File: config.mk
export PLATFORM = sky130hd
export DESIGN_NAME = slcd_driver
export DESIGN_NICKNAME = d
export VERILOG_FILES = /design/src/common/slcd_pkg.sv /design/src/logic/slcd_driver.sv
export SDC_FILE = /design/constraint.sdc
export NUM_CORES = 1
export LEC_CHECK = 0
export BUFFER_PORTS_ARGS = -buffer_cell sky130_fd_sc_hd__buf_2
export CORE_MARGIN = 3
export CORE_UTILIZATION = 45
export DETAILED_ROUTE_END_ITERATION = 6
export GPL_TIMING_DRIVEN = 0
export SLEW_MARGIN = 20
export SYNTH_ARGS = -nofsm -noshare
export SYNTH_HDL_FRONTEND = slang
export SYNTH_SLANG_ARGS = --single-unit
File: constraint.sdc
create_clock -name clk -period 18.05 [get_ports clk]
set_input_delay 0.9025 -clock clk [delete_from_list [all_inputs] [get_ports clk]]
set_output_delay 0.9025 -clock clk [all_outputs]
set_load 0.01 [all_outputs]
File: src/common/slcd_pkg.sv
// Purpose: shared constants and types of the segment display driver
// Assumes: one 25 MHz clock, source ticks arrive from slow oscillators
// Notes:   level codes select one of four bias rails per pin
package slcd_pkg;

	// -------------------------------------------------------------
	// sizes
	// -------------------------------------------------------------
	localparam int NUM_PINS   = 40;
	localparam int NUM_SEG    = 36;
	localparam int NUM_COM    = 8;
	localparam int FIRST_DCOM = 36;
	localparam int SHARE_TOP  = 39;

	// -------------------------------------------------------------
	// codes
	// -------------------------------------------------------------
	localparam logic [1:0] LVL_GND  = 2'h0;
	localparam logic [1:0] LVL_V1   = 2'h1;
	localparam logic [1:0] LVL_V2   = 2'h2;
	localparam logic [1:0] LVL_VLCD = 2'h3;

	localparam logic [1:0] COMSEL_4 = 2'h0;
	localparam logic [1:0] COMSEL_6 = 2'h1;
	localparam logic [1:0] COMSEL_7 = 2'h2;
	localparam logic [1:0] COMSEL_8 = 2'h3;

	localparam logic [3:0] COMCNT_4 = 4'h4;
	localparam logic [3:0] COMCNT_6 = 4'h6;
	localparam logic [3:0] COMCNT_7 = 4'h7;
	localparam logic [3:0] COMCNT_8 = 4'h8;

	localparam logic [7:0] DIV_BASE = 8'h10;
	localparam logic [7:0] RESET_BYTE = 8'h00;

	// -------------------------------------------------------------
	// types
	// -------------------------------------------------------------
	typedef struct packed {
		logic        staticModeSelect;
		logic        frameClockSourceSelect;
		logic [1:0]  frameDividerSelect;
		logic [1:0]  commonCountSelect;
		logic [35:0] segmentPinEnable;
		logic        singleFrameSelect;
		logic        idleCommonDrive;
		logic        frameIrqEnable;
		logic        stopWakeEnable;
	} slcd_cfg_t;

	typedef struct packed {
		logic       pointerWrite;
		logic [5:0] bufferPointer;
		logic       dataWrite;
		logic [7:0] bufferDataPort;
	} slcd_bufwr_t;

	typedef struct packed {
		logic [39:0]      lcdOwned;
		logic [39:0]      biasSwitch;
		logic [39:0][1:0] level;
		logic [39:0]      outLatch;
	} slcd_pins_t;

	typedef enum logic [1:0] {
		ST_OFF = 2'b01,
		ST_RUN = 2'b10
	} slcd_state_t;

endpackage : slcd_pkg

File: src/logic/slcd_driver.sv
// Purpose: segment display timing, waveform and pin ownership
// Assumes: oscillator ticks are asynchronous square waves
// Notes:   pins 0..35 are segment/shared pins, 36..39 dedicated commons
//
// Operation
// - static select clear gives 1/3 bias multiplex; set gives static drive.
// - source select picks the 16 kHz RC or the 32.768 kHz crystal.
// - divider codes 00..11 divide the source by 16, 32, 64, 128.
// - one frame lasts twice the common count in divided clock periods.
// - supports 36x4, 34x6, 33x7 and 32x8 segment by common layouts.
// - four shared pins governed by segment enables and common count.
// - static mode turns off every bias switch; pins drive ground or supply.
// - static mode writes selected pins' output latches directly.
// - frame-done flag is set at the end of every frame.
// - flag requests the interrupt only while frame interrupt enable is 1.
// - flag clears when the interrupt controller accepts the interrupt.
// - when enabled dedicated commons are commons; segment pins follow their bits.
// - shared pins claimed by the common count are commons regardless of bits.
// - display disabled with idle drive clear returns every pin to ordinary port control.
// - interrupt wakes from idle; stop-wake lets it run and wake in stop.
// - common count codes 00..11 select 4, 6, 7 or 8 commons.
// - single-frame mode outputs one frame then clears display enable.
// - idle drive with display off puts commons at V1, or supply if static.
// - 36 by 8 pixel buffer, pointer written first, then data port.
`timescale 1ns/1ps
module slcd_driver (
	input  wire logic                 clk,
	input  wire logic                 rst,
	input  wire slcd_pkg::slcd_cfg_t  cfg,
	input  wire logic                 enableWrite,
	input  wire logic                 enableValue,
	input  wire slcd_pkg::slcd_bufwr_t bufWrite,
	input  wire logic                 rcTick,
	input  wire logic                 xtalTick,
	input  wire logic                 irqAccept,
	input  wire logic                 inStop,
	output logic                      displayEnableBit,
	output logic                      frameDoneFlag,
	output logic                      irqRequest,
	output logic                      wakeRequest,
	output logic                      biasGenOn,
	output logic [7:0]                bufReadData,
	output slcd_pkg::slcd_pins_t      pins
);

	// -------------------------------------------------------------
	// decoding helpers
	// -------------------------------------------------------------
	function automatic logic [3:0] comCount(input logic [1:0] sel);
		case (sel)
			slcd_pkg::COMSEL_4: comCount = slcd_pkg::COMCNT_4;
			slcd_pkg::COMSEL_6: comCount = slcd_pkg::COMCNT_6;
			slcd_pkg::COMSEL_7: comCount = slcd_pkg::COMCNT_7;
			default:            comCount = slcd_pkg::COMCNT_8;
		endcase
	endfunction : comCount

	// shared pin 35 is common 4 down to pin 32 as common 7
	function automatic logic pinIsCom(input int p, input logic [1:0] sel);
		logic [3:0] n;
		n = comCount(sel);
		if (p >= slcd_pkg::FIRST_DCOM)
			pinIsCom = 1'b1;
		else if (p >= 32)
			pinIsCom = (4'(slcd_pkg::SHARE_TOP - p) < n);
		else
			pinIsCom = 1'b0;
	endfunction : pinIsCom

	function automatic logic [2:0] pinComIndex(input int p);
		if (p >= slcd_pkg::FIRST_DCOM)
			pinComIndex = 3'(p - slcd_pkg::FIRST_DCOM);
		else
			pinComIndex = 3'(slcd_pkg::SHARE_TOP - p);
	endfunction : pinComIndex

	// -------------------------------------------------------------
	// oscillator tick synchronisers
	// -------------------------------------------------------------
	logic [2:0] rcSync_q;
	logic [2:0] rcSync_d;
	logic [2:0] xtSync_q;
	logic [2:0] xtSync_d;
	logic       srcTick;

	always_comb
	begin
		rcSync_d = {rcSync_q[1:0], rcTick};
		xtSync_d = {xtSync_q[1:0], xtalTick};
		// third stage only serves the edge detector
		if (cfg.frameClockSourceSelect)
			srcTick = xtSync_q[1] & ~xtSync_q[2];
		else
			srcTick = rcSync_q[1] & ~rcSync_q[2];
	end

	always_ff @(posedge clk or posedge rst)
	begin
		if (rst)
		begin
			rcSync_q <= 3'h0;
			xtSync_q <= 3'h0;
		end
		else
		begin
			rcSync_q <= rcSync_d;
			xtSync_q <= xtSync_d;
		end
	end

	// -------------------------------------------------------------
	// frame timing and enable control
	// -------------------------------------------------------------
	slcd_pkg::slcd_state_t state_q;
	slcd_pkg::slcd_state_t state_d;
	logic [7:0] preCnt_q;
	logic [7:0] preCnt_d;
	logic [3:0] phase_q;
	logic [3:0] phase_d;
	logic       enable_q;
	logic       enable_d;
	logic       flag_q;
	logic       flag_d;
	logic       frameEnd;
	logic       running;
	logic [7:0] divLast;
	logic [3:0] nCom;

	always_comb
	begin
		nCom = comCount(cfg.commonCountSelect);
		divLast = 8'((slcd_pkg::DIV_BASE << cfg.frameDividerSelect) - 8'h01);
		// stop mode freezes the driver unless stop-wake is set
		running = (~inStop) | cfg.stopWakeEnable;
		state_d = state_q;
		preCnt_d = preCnt_q;
		phase_d = phase_q;
		frameEnd = 1'b0;
		enable_d = enable_q;
		case (state_q)
			slcd_pkg::ST_OFF:
			begin
				preCnt_d = slcd_pkg::RESET_BYTE;
				phase_d = 4'h0;
				if (enable_q)
					state_d = slcd_pkg::ST_RUN;
			end
			slcd_pkg::ST_RUN:
			begin
				if (!enable_q)
					state_d = slcd_pkg::ST_OFF;
				else if (srcTick && running)
				begin
					if (preCnt_q >= divLast)
					begin
						preCnt_d = slcd_pkg::RESET_BYTE;
						if (phase_q >= 4'((nCom << 1) - 4'h1))
						begin
							phase_d = 4'h0;
							frameEnd = 1'b1;
						end
						else
							phase_d = phase_q + 4'h1;
					end
					else
						preCnt_d = preCnt_q + 8'h01;
				end
			end
			default:
				state_d = slcd_pkg::ST_OFF;
		endcase
		if (frameEnd && cfg.singleFrameSelect)
			enable_d = 1'b0;
		if (enableWrite)
			enable_d = enableValue;
		// a new frame end beats a simultaneous accept
		flag_d = flag_q;
		if (irqAccept)
			flag_d = 1'b0;
		if (frameEnd)
			flag_d = 1'b1;
	end

	always_ff @(posedge clk or posedge rst)
	begin
		if (rst)
		begin
			state_q <= slcd_pkg::ST_OFF;
			preCnt_q <= slcd_pkg::RESET_BYTE;
			phase_q <= 4'h0;
			enable_q <= 1'b0;
			flag_q <= 1'b0;
			irqRequest <= 1'b0;
			wakeRequest <= 1'b0;
		end
		else
		begin
			state_q <= state_d;
			preCnt_q <= preCnt_d;
			phase_q <= phase_d;
			enable_q <= enable_d;
			flag_q <= flag_d;
			irqRequest <= flag_d & cfg.frameIrqEnable;
			wakeRequest <= flag_d & cfg.frameIrqEnable & running;
		end
	end

	assign displayEnableBit = enable_q;
	assign frameDoneFlag = flag_q;

	// -------------------------------------------------------------
	// pixel buffer
	// -------------------------------------------------------------
	logic [7:0] pixMem_q [slcd_pkg::NUM_SEG];
	logic [7:0] pixMem_d [slcd_pkg::NUM_SEG];
	logic [5:0] ptr_q;
	logic [5:0] ptr_d;
	logic [7:0] rd_d;

	always_comb
	begin
		pixMem_d = pixMem_q;
		ptr_d = ptr_q;
		if (bufWrite.pointerWrite)
			ptr_d = bufWrite.bufferPointer;
		if (bufWrite.dataWrite && (ptr_q < 6'(slcd_pkg::NUM_SEG)))
			pixMem_d[ptr_q] = bufWrite.bufferDataPort;
		rd_d = (ptr_d < 6'(slcd_pkg::NUM_SEG)) ? pixMem_d[ptr_d] : slcd_pkg::RESET_BYTE;
	end

	always_ff @(posedge clk or posedge rst)
	begin
		if (rst)
		begin
			for (int i = 0; i < slcd_pkg::NUM_SEG; i++)
				pixMem_q[i] <= slcd_pkg::RESET_BYTE;
			ptr_q <= 6'h00;
			bufReadData <= slcd_pkg::RESET_BYTE;
		end
		else
		begin
			pixMem_q <= pixMem_d;
			ptr_q <= ptr_d;
			bufReadData <= rd_d;
		end
	end

	// -------------------------------------------------------------
	// pin ownership and waveform
	// -------------------------------------------------------------
	slcd_pkg::slcd_pins_t pins_d;
	logic [39:0] segEn;
	logic [39:0] segBit;
	logic        pol;
	logic [2:0]  row;

	always_comb
	begin
		// second half of a frame inverts every level for dc balance
		pol = (phase_q >= nCom);
		row = pol ? 3'(phase_q - nCom) : phase_q[2:0];
		segEn = {4'h0, cfg.segmentPinEnable};
		segBit = 40'h00_0000_0000;
		for (int s = 0; s < slcd_pkg::NUM_SEG; s++)
			segBit[s] = pixMem_q[s][row];
		pins_d = '0;
		for (int p = 0; p < slcd_pkg::NUM_PINS; p++)
		begin
			if (enable_q)
			begin
				if (pinIsCom(p, cfg.commonCountSelect))
				begin
					pins_d.lcdOwned[p] = 1'b1;
					if (pinComIndex(p) == row)
						pins_d.level[p] = pol ? slcd_pkg::LVL_GND : slcd_pkg::LVL_VLCD;
					else
						pins_d.level[p] = pol ? slcd_pkg::LVL_V2 : slcd_pkg::LVL_V1;
					pins_d.outLatch[p] = pol;
				end
				else if (segEn[p])
				begin
					pins_d.lcdOwned[p] = 1'b1;
					if (segBit[p])
						pins_d.level[p] = pol ? slcd_pkg::LVL_VLCD : slcd_pkg::LVL_GND;
					else
						pins_d.level[p] = pol ? slcd_pkg::LVL_V1 : slcd_pkg::LVL_V2;
					pins_d.outLatch[p] = pol ^ segBit[p];
				end
				pins_d.biasSwitch[p] = pins_d.lcdOwned[p] & ~cfg.staticModeSelect;
			end
			else if (cfg.idleCommonDrive && pinIsCom(p, cfg.commonCountSelect))
			begin
				pins_d.lcdOwned[p] = 1'b1;
				pins_d.biasSwitch[p] = ~cfg.staticModeSelect;
				pins_d.level[p] = slcd_pkg::LVL_V1;
				pins_d.outLatch[p] = 1'b1;
			end
		end
	end

	always_ff @(posedge clk or posedge rst)
	begin
		if (rst)
		begin
			pins <= '0;
			biasGenOn <= 1'b0;
		end
		else
		begin
			pins <= pins_d;
			// bias ladder only runs in multiplexed mode
			biasGenOn <= ~cfg.staticModeSelect & (enable_q | cfg.idleCommonDrive);
		end
	end

endmodule : slcd_driver

==> impl_metrics.json, run 1 <==
{
  "status": "finished with violations",
  "violations": "design-rule violations",
  "synth_area_um2": 25630,
  "cts_resized": 0,
  "fp.dieArea_um2": 59850,
  "num_rows": 86,
  "ys_types": 86,
  "grt_usage": 0.3689,
  "core_um2": 55740,
  "drt_iter0_markers": 2759,
  "dp_hpwl_um": 82640,
  "die_h_um": 244.6,
  "cts.sinks": 515,
  "clockBufferDepth": 3,
  "synth_area_leader_cell": "dfrtp_1",
  "critPathCaptureType": "flop",
  "worst_hold_path_type": "in2async",
  "power.density_nw_per_um2": 116.5,
  "required_ns": 18.61,
  "setup_viol": 0,
  "fmaxAchievable_ghz": 0.1675,
  "worst-setup-path-type": "reg2reg",
  "fin_crit_sh": 0.3307,
  "cts_tree": "yes",
  "ys_top_cells_by_area": "dfrtp_1 50%, mux2_2 6.9%, nand2_1 6.2%",
  "crit_fanout": 10,
  "setup_slack_ns": 12.08,
  "syn_inst": 2564,
  "syn_area_per_cell_um2": 9.995,
  "finalMaxSlewViolations": 0,
  "drt-pass1-iter-count": 7,
  "htreeDepth": 2,
  "rsz0062_at_grt": "false",
  "fin_skew_ns": 0.02290,
  "ys_ff_latch": 515,
  "pin_count": 283,
  "peakVddDrop_mv": 0.08137,
  "synth_top_cell_area_share": 0.5019,
  "area_growth_syn_to_layout_pct": 17.07,
  "grt_antenna_before_repair": 4,
  "initial_core_util": 0.4598,
  "ys.flop_type": "dfrtp_1",
  "final_cells": 3691,
  "ys_top_cells_by_count": "514 x dfrtp_1, 421 x nand2_1, 243 x nor2_1, 158 x mux2_2, 143 x clkbuf_1",
  "async_flop_share": 1.000,
  "gr-total-overflow": 0,
  "grt_pass1_vias": 22314,
  "crit_arrival_ns": 6.52,
  "drc": 7,
  "synth_edf_count": 0,
  "grt_pass1_wl_um": 159700,
  "worstMarginPinSlew_ns": 1.250,
  "clkTransAtPathRegs_ns": 0.06,
  "clk_latency_ns": 0.62,
  "cap_violations": 0,
  "dp_slack_ns": 12.04,
  "vias": 23027,
  "postCtsSetupBuffers": 0,
  "synth.most_common_cell": "dfrtp_1",
  "slew_headroom": 0.1668,
  "placedCellCount": 3595,
  "cp-start-kind": "flop",
  "synth_fp_nets": 2652,
  "final_layout_size_suffix_gt1_frac": 0.2179,
  "portBuffers": 278,
  "p_leak_uw": 0.01470,
  "grt_max_degree": 113,
  "ys_seq_area_frac": 0.5029,
  "hold_violations": 0,
  "gp_congestion": 1.049,
  "nNetsFinal": 2993,
  "ant_nets": 0,
  "drt_wl_total_um": 111900,
  "min_period_ns": 5.969,
  "ys_warn_count": 0,
  "cts_hold_buf": 0,
  "cts_made_buffers": 56,
  "timing.hold.ws_ns": 0.3109,
  "root_buffer": "clkbuf_16",
  "post_drt_wl_per_cell_um": 30.32,
  "viasPerCell": 6.239,
  "dieWidth_um": 244.6
}
-- logic make-up (layout without fill, tap and decap cells) --
kind of cell | after synthesis | count (layout) | share of synthesized area
multiplexers | 260 | 260 | 0.1119
other | 1 | 2 | 0.0001463
flip-flops | 515 | 515 | 0.5029
buffers and inverters | 262 | 640 | 0.04301
AND/OR/NAND/NOR | 877 | 877 | 0.1488
AO/OA/AOI/OAI | 584 | 584 | 0.1675
XOR/XNOR | 47 | 47 | 0.01665
adder cells (fa/ha/maj) | 18 | 18 | 0.009081
-- flip-flops by register name, indices dropped and copies added, names as in the netlist --
register,flops
biasGenOn,1
bufReadData,8
displayEnableBit,1
frameDoneFlag,1
irqRequest,1
phase_q,4
pins,188
pixMem_q,288
preCnt_q,8
ptr_q,6
rcSync_q,3
state_q,2
wakeRequest,1
xtSync_q,3
-- final cells by class --
cell class / count / area, µm²
fill: 5091 / 25740
sequential: 515 / 12890
multi-input combinational: 1787 / 11660
clock buffer: 77 / 1622
timing repair buffer: 283 / 1529
tap: 748 / 935.9
buffer: 207 / 907.1
clock inverter: 18 / 244.0
inverter: 55 / 214.0
antenna: 1 / 2.502
-- worst max-delay path: stages, from the launching register on --
cell and delay (ns):
dfrtp_1 0.42, clkbuf_1 0.26, clkbuf_1 0.32, clkbuf_1 0.31, nand2b_1 0.23, fa_1 0.36
clkbuf_1 0.21, a31oi_1 0.41, nand2b_1 0.09, buf_2 0.19, o21ai_1 0.20, clkbuf_1 0.73
clkbuf_1 0.84, a21o_1 0.14, o221ai_1 0.36, xnor2_1 0.60, and2_1 0.20
-- where the power goes --
group	switching (µW)	total (µW)	internal (µW)
logic	529	835	307
registers	150	1490	1340
clock network	479	1170	696
total	1160	3500	2340
-- metrics by stage --
stage / utilization / total power, µW / TNS [ns] / cell area, µm²
2_1_floorplan: - / 1949 / 0 / 25630
3_3_place_gp: 0.5015 / 2284 / -1179.08 / 27960
3_5_place_dp: 0.5047 / 2304 / 0 / 28130
4_1_cts: 0.5382 / 3477 / 0 / 30000
5_1_grt: 0.5382 / 3622 / 0 / 30000
6_report: 0.5383 / 3496 / 0 / 30000
-- final timing paths --
kind | from | to | slack, ns | cells past startpoint
worst min register to register | xtSync_q[0]$_DFF_PP0_ | xtSync_q[1]$_DFF_PP0_ | 0.35 | 0
min in group clk | xtSync_q[0]$_DFF_PP0_ | xtSync_q[1]$_DFF_PP0_ | 0.35 | 0
worst min-delay path | rst | pixMem_q[252]$_DFF_PP0_ | 0.31 | 2
max in group asynchronous | rst | pixMem_q[107]$_DFF_PP0_ | 16.43 | 4
worst max-delay path | phase_q[0]$_DFFE_PP0P_ | pins[2]$_DFF_PP0_ | 12.08 | 16
worst max register to register | phase_q[0]$_DFFE_PP0P_ | pins[2]$_DFF_PP0_ | 12.08 | 16
-- per-layer routing --
| metal | share of wire | GRT usage | vias to the layer above |
|---|---|---|---|
| met3 | 0.11 | 0.08925 | 294 |
| met2 | 0.43 | 0.5570 | 1479 |
| met5 | 0.00024 | 0 | - |
| met1 | 0.41 | 0.5023 | 11433 |
| li1 | - | - | 9817 |
| met4 | 0.055 | 0.1751 | 4 |
-- layout by cell type, fill, tap and decap left out, types with 10 or more instances in the layout --
cell       instances
dfrtp_1          514
nand2_1          421
buf_2            308
nor2_1           243
mux2_2           158
clkbuf_1         144
o21ai_0          109
mux2i_1           83
o221ai_1          82
a21oi_1           73
clkbuf_16         57
inv_1             50
o22ai_1           42
nand3_1           41
xnor2_1           41
nor3_1            39
a21o_1            38
o211ai_1          35
and2_1            35
o221ai_2          30
o21ai_1           25
o32a_1            17
nor2b_1           17
ha_1              17
buf_1             15
a31oi_1           15
or3_1             14
mux2_1            14
buf_4             14
clkbuf_8          12
a211oi_1          11
nand4_1           10
a22oi_1           10
(Power assumes the default switching activity.)
==> inputs of run 2 (changes only) <==
- ABC_AREA: unset -> 1
- clock period: 18.05 -> 5.7 ns (I/O delays scaled with it)
==> impl_metrics.json, run 2 <==
{
  "fin_skew_ns": 0.02525,
  "cts_resized": 0,
  "synth.most_common_cell": "nand2_1",
  "ant_nets": 0,
  "setup_viol": 0,
  "dp_slack_ns": 1.564,
  "largest-register": "pixMem_q",
  "ys_top_cells_by_area": "dfrtp_1 51%, nand2_1 18%, o21ai_0 6.2%",
  "root_buffer": "clkbuf_16",
  "seq_area_um2": 12890,
  "die_h_um": 243.6,
  "drt_iter0_markers": 2759,
  "critPathCaptureType": "flop",
  "synth_top_cell_area_share": 0.5061,
  "grt_max_degree": 35,
  "synth_area_leader_cell": "dfrtp_1",
  "cts.sinks": 515,
  "final_layout_size_suffix_gt1_frac": 0.1342,
  "dp_hpwl_um": 79030,
  "min_period_ns": 4.006,
  "power_frac_seq": 0.398,
  "cts_hold_buf": 44,
  "post_drt_wl_per_cell_um": 23.12,
  "htreeDepth": 2,
  "p_int_uw": 7302,
  "clkTransAtPathRegs_ns": 0.06,
  "synth_fp_nets": 3458,
  "multi_input_area_um2": 10030,
  "p_sw_frac": 0.3295,
  "postCtsSetupBuffers": 0,
  "ys_seq_area_frac": 0.5072,
  "area_growth_syn_to_layout_pct": 20.44,
  "drc": 0,
  "crit_fanout": 10,
  "hold_violations": 0,
  "p_leak_uw": 0.01575,
  "power.net_switching_uw": 3588,
  "largest_register_ffs": 288,
  "drt_wl_total_um": 105600,
  "ys_types": 46,
  "setup_slack_ns": 1.694,
  "worst_hold_path_type": "in2reg",
  "total_power_uw": 10890,
  "async_flop_share": 1.000,
  "worst-setup-path-type": "reg2reg",
  "grt_pass1_wl_um": 153100,
  "wl_met1_um": 42460,
  "grt_usage": 0.3498,
  "finalMaxSlewViolations": 0,
  "required_ns": 6.20,
  "fp.dieArea_um2": 59360,
  "power.density_nw_per_um2": 355.8,
  "dieWidth_um": 243.6,
  "dr_wl_met2_um": 45990,
  "cts_made_buffers": 57,
  "grt_antenna_before_repair": 1,
  "clockBufferDepth": 3,
  "cts_tree": "yes",
  "combPwrFrac": 0.228,
  "ys_top_cells_by_count": "1205 x nand2_1, 514 x dfrtp_1, 413 x inv_1, 313 x o21ai_0, 276 x nand3_1",
  "fmaxAchievable_ghz": 0.2496,
  "ys.flop_type": "dfrtp_1",
  "slew_headroom": 0.1842,
  "fin_crit_sh": 0.7029,
  "status": "complete, no violations",
  "grt_pass1_vias": 23141,
  "syn_inst": 3370,
  "ys_ff_latch": 515,
  "num_rows": 86,
  "clkPwrFrac": 0.374,
  "met3WireLength_um": 10900,
  "viasPerCell": 5.373,
  "initial_core_util": 0.4577,
  "gr-total-overflow": 0,
  "filler_cell_count": 5536,
  "portBuffers": 276,
  "crit_arrival_ns": 4.51,
  "top_regs": "pixMem_q: 288 flops, pins: 188 flops",
  "rsz0062_at_grt": "false",
  "cp-start-kind": "flop",
  "top_layer": "met4",
  "drt-pass1-iter-count": 6,
  "final_common_cell": "nand2_1",
  "synth_area_um2": 25410,
  "cap_violations": 0,
  "final_cell_mix": "1205 x nand2_1, 514 x dfrtp_1, 412 x inv_1, 328 x buf_2, 313 x o21ai_0",
  "syn_area_per_cell_um2": 7.541,
  "ys_warn_count": 0,
  "gp_congestion": 1.087,
  "nNetsFinal": 3855,
  "worstMarginPinSlew_ns": 1.214,
  "synth_edf_count": 0,
  "clk_latency_ns": 0.64,
  "vias": 24528,
  "core_um2": 55520,
  "peakVddDrop_mv": 0.2619,
  "pin_count": 283
}
## run 2: power groups by stage
stage               Combinational (µW)  Clock [µW]  Sequential, µW
finish                            2480        4080            4330
global route                      2690        4280            4370
CTS                               2400        4120            4320
detailed placement                2370           0            4380
global placement                  2330           0            4390
floorplan                         1380           0            4400
## run 2: cell type report
cell class,instances,share of cell area
flip-flops and latches,515,0.4211
multi-input cells,2230,0.3278
repair buffers,338,0.07088
clock buffers,82,0.05490
inverters,425,0.05224
well taps,748,0.03058
plain buffers,200,0.02947
clock inverters,25,0.01288
diodes,2,0.0001635
## run 2: logic make-up (layout without fill, tap and decap cells)
| logic type | Yosys count | in the layout | share of synthesized area |
|---|---|---|---|
| adder cells (fa/ha/maj) | 18 | 18 | 0.009157 |
| AND/OR/NAND/NOR | 1769 | 1769 | 0.2894 |
| buffers and inverters | 625 | 1070 | 0.09827 |
| other | 1 | 3 | 0.0001476 |
| XOR/XNOR | 8 | 8 | 0.002757 |
| flip-flops | 515 | 515 | 0.5072 |
| AO/OA/AOI/OAI | 434 | 434 | 0.09310 |
## run 2: layer usage
metal  vias up  GRT usage
li1      11378          -
met5         -          0
met3       310    0.08067
met4         0     0.1820
met2      1379     0.5328
met1     11461     0.4674
## run 2: worst paths after layout
kind | startpoint | endpoint | slack [ns] | cells past startpoint
setup / recovery | phase_q[0]$_DFFE_PP0P_ | pins[69]$_DFF_PP0_ | 1.69 | 17
hold / removal | cfg[0] | wakeRequest$_DFF_PP0_ | 0.04 | 4
setup reg to reg | phase_q[0]$_DFFE_PP0P_ | pins[69]$_DFF_PP0_ | 1.69 | 17
hold reg to reg | xtSync_q[0]$_DFF_PP0_ | xtSync_q[1]$_DFF_PP0_ | 0.35 | 0
max in group asynchronous | rst | pixMem_q[194]$_DFF_PP0_ | 3.79 | 9
min in group asynchronous | rst | pins[161]$_DFF_PP0_ | 0.21 | 3
## run 2: critical path, stage by stage (launching register included)
cell and delay, ns:
dfrtp_1 0.46, inv_2 0.13, nand2_1 0.07, fa_1 0.39, inv_1 0.07, nand2_1 0.08
nand2_4 0.10, nand2_8 0.08, nand2_2 0.14, nand2_4 0.13, nor2_4 0.26, clkbuf_1 0.89
nand2_1 0.11, nand4_1 0.36, nand2_1 0.12, nand2_1 0.09, nand2_1 0.08, a21oi_1 0.29
## run 2: stage by stage
step | cells | util | hold WS [ns] | cell area [µm²] | setup TNS, ns
after floorplan | 3370 | - | 0.3164 | 25420 | -811.33
after global placement | 4394 | 0.4995 | 0.3319 | 27730 | -2431.93
after detailed placement | 4412 | 0.5059 | 0.3043 | 28090 | 0
after CTS | 4563 | 0.5512 | 0.005067 | 30600 | 0
after global routing | 4563 | 0.5512 | 0.03075 | 30600 | 0
final | 4565 | 0.5513 | 0.03746 | 30610 | 0
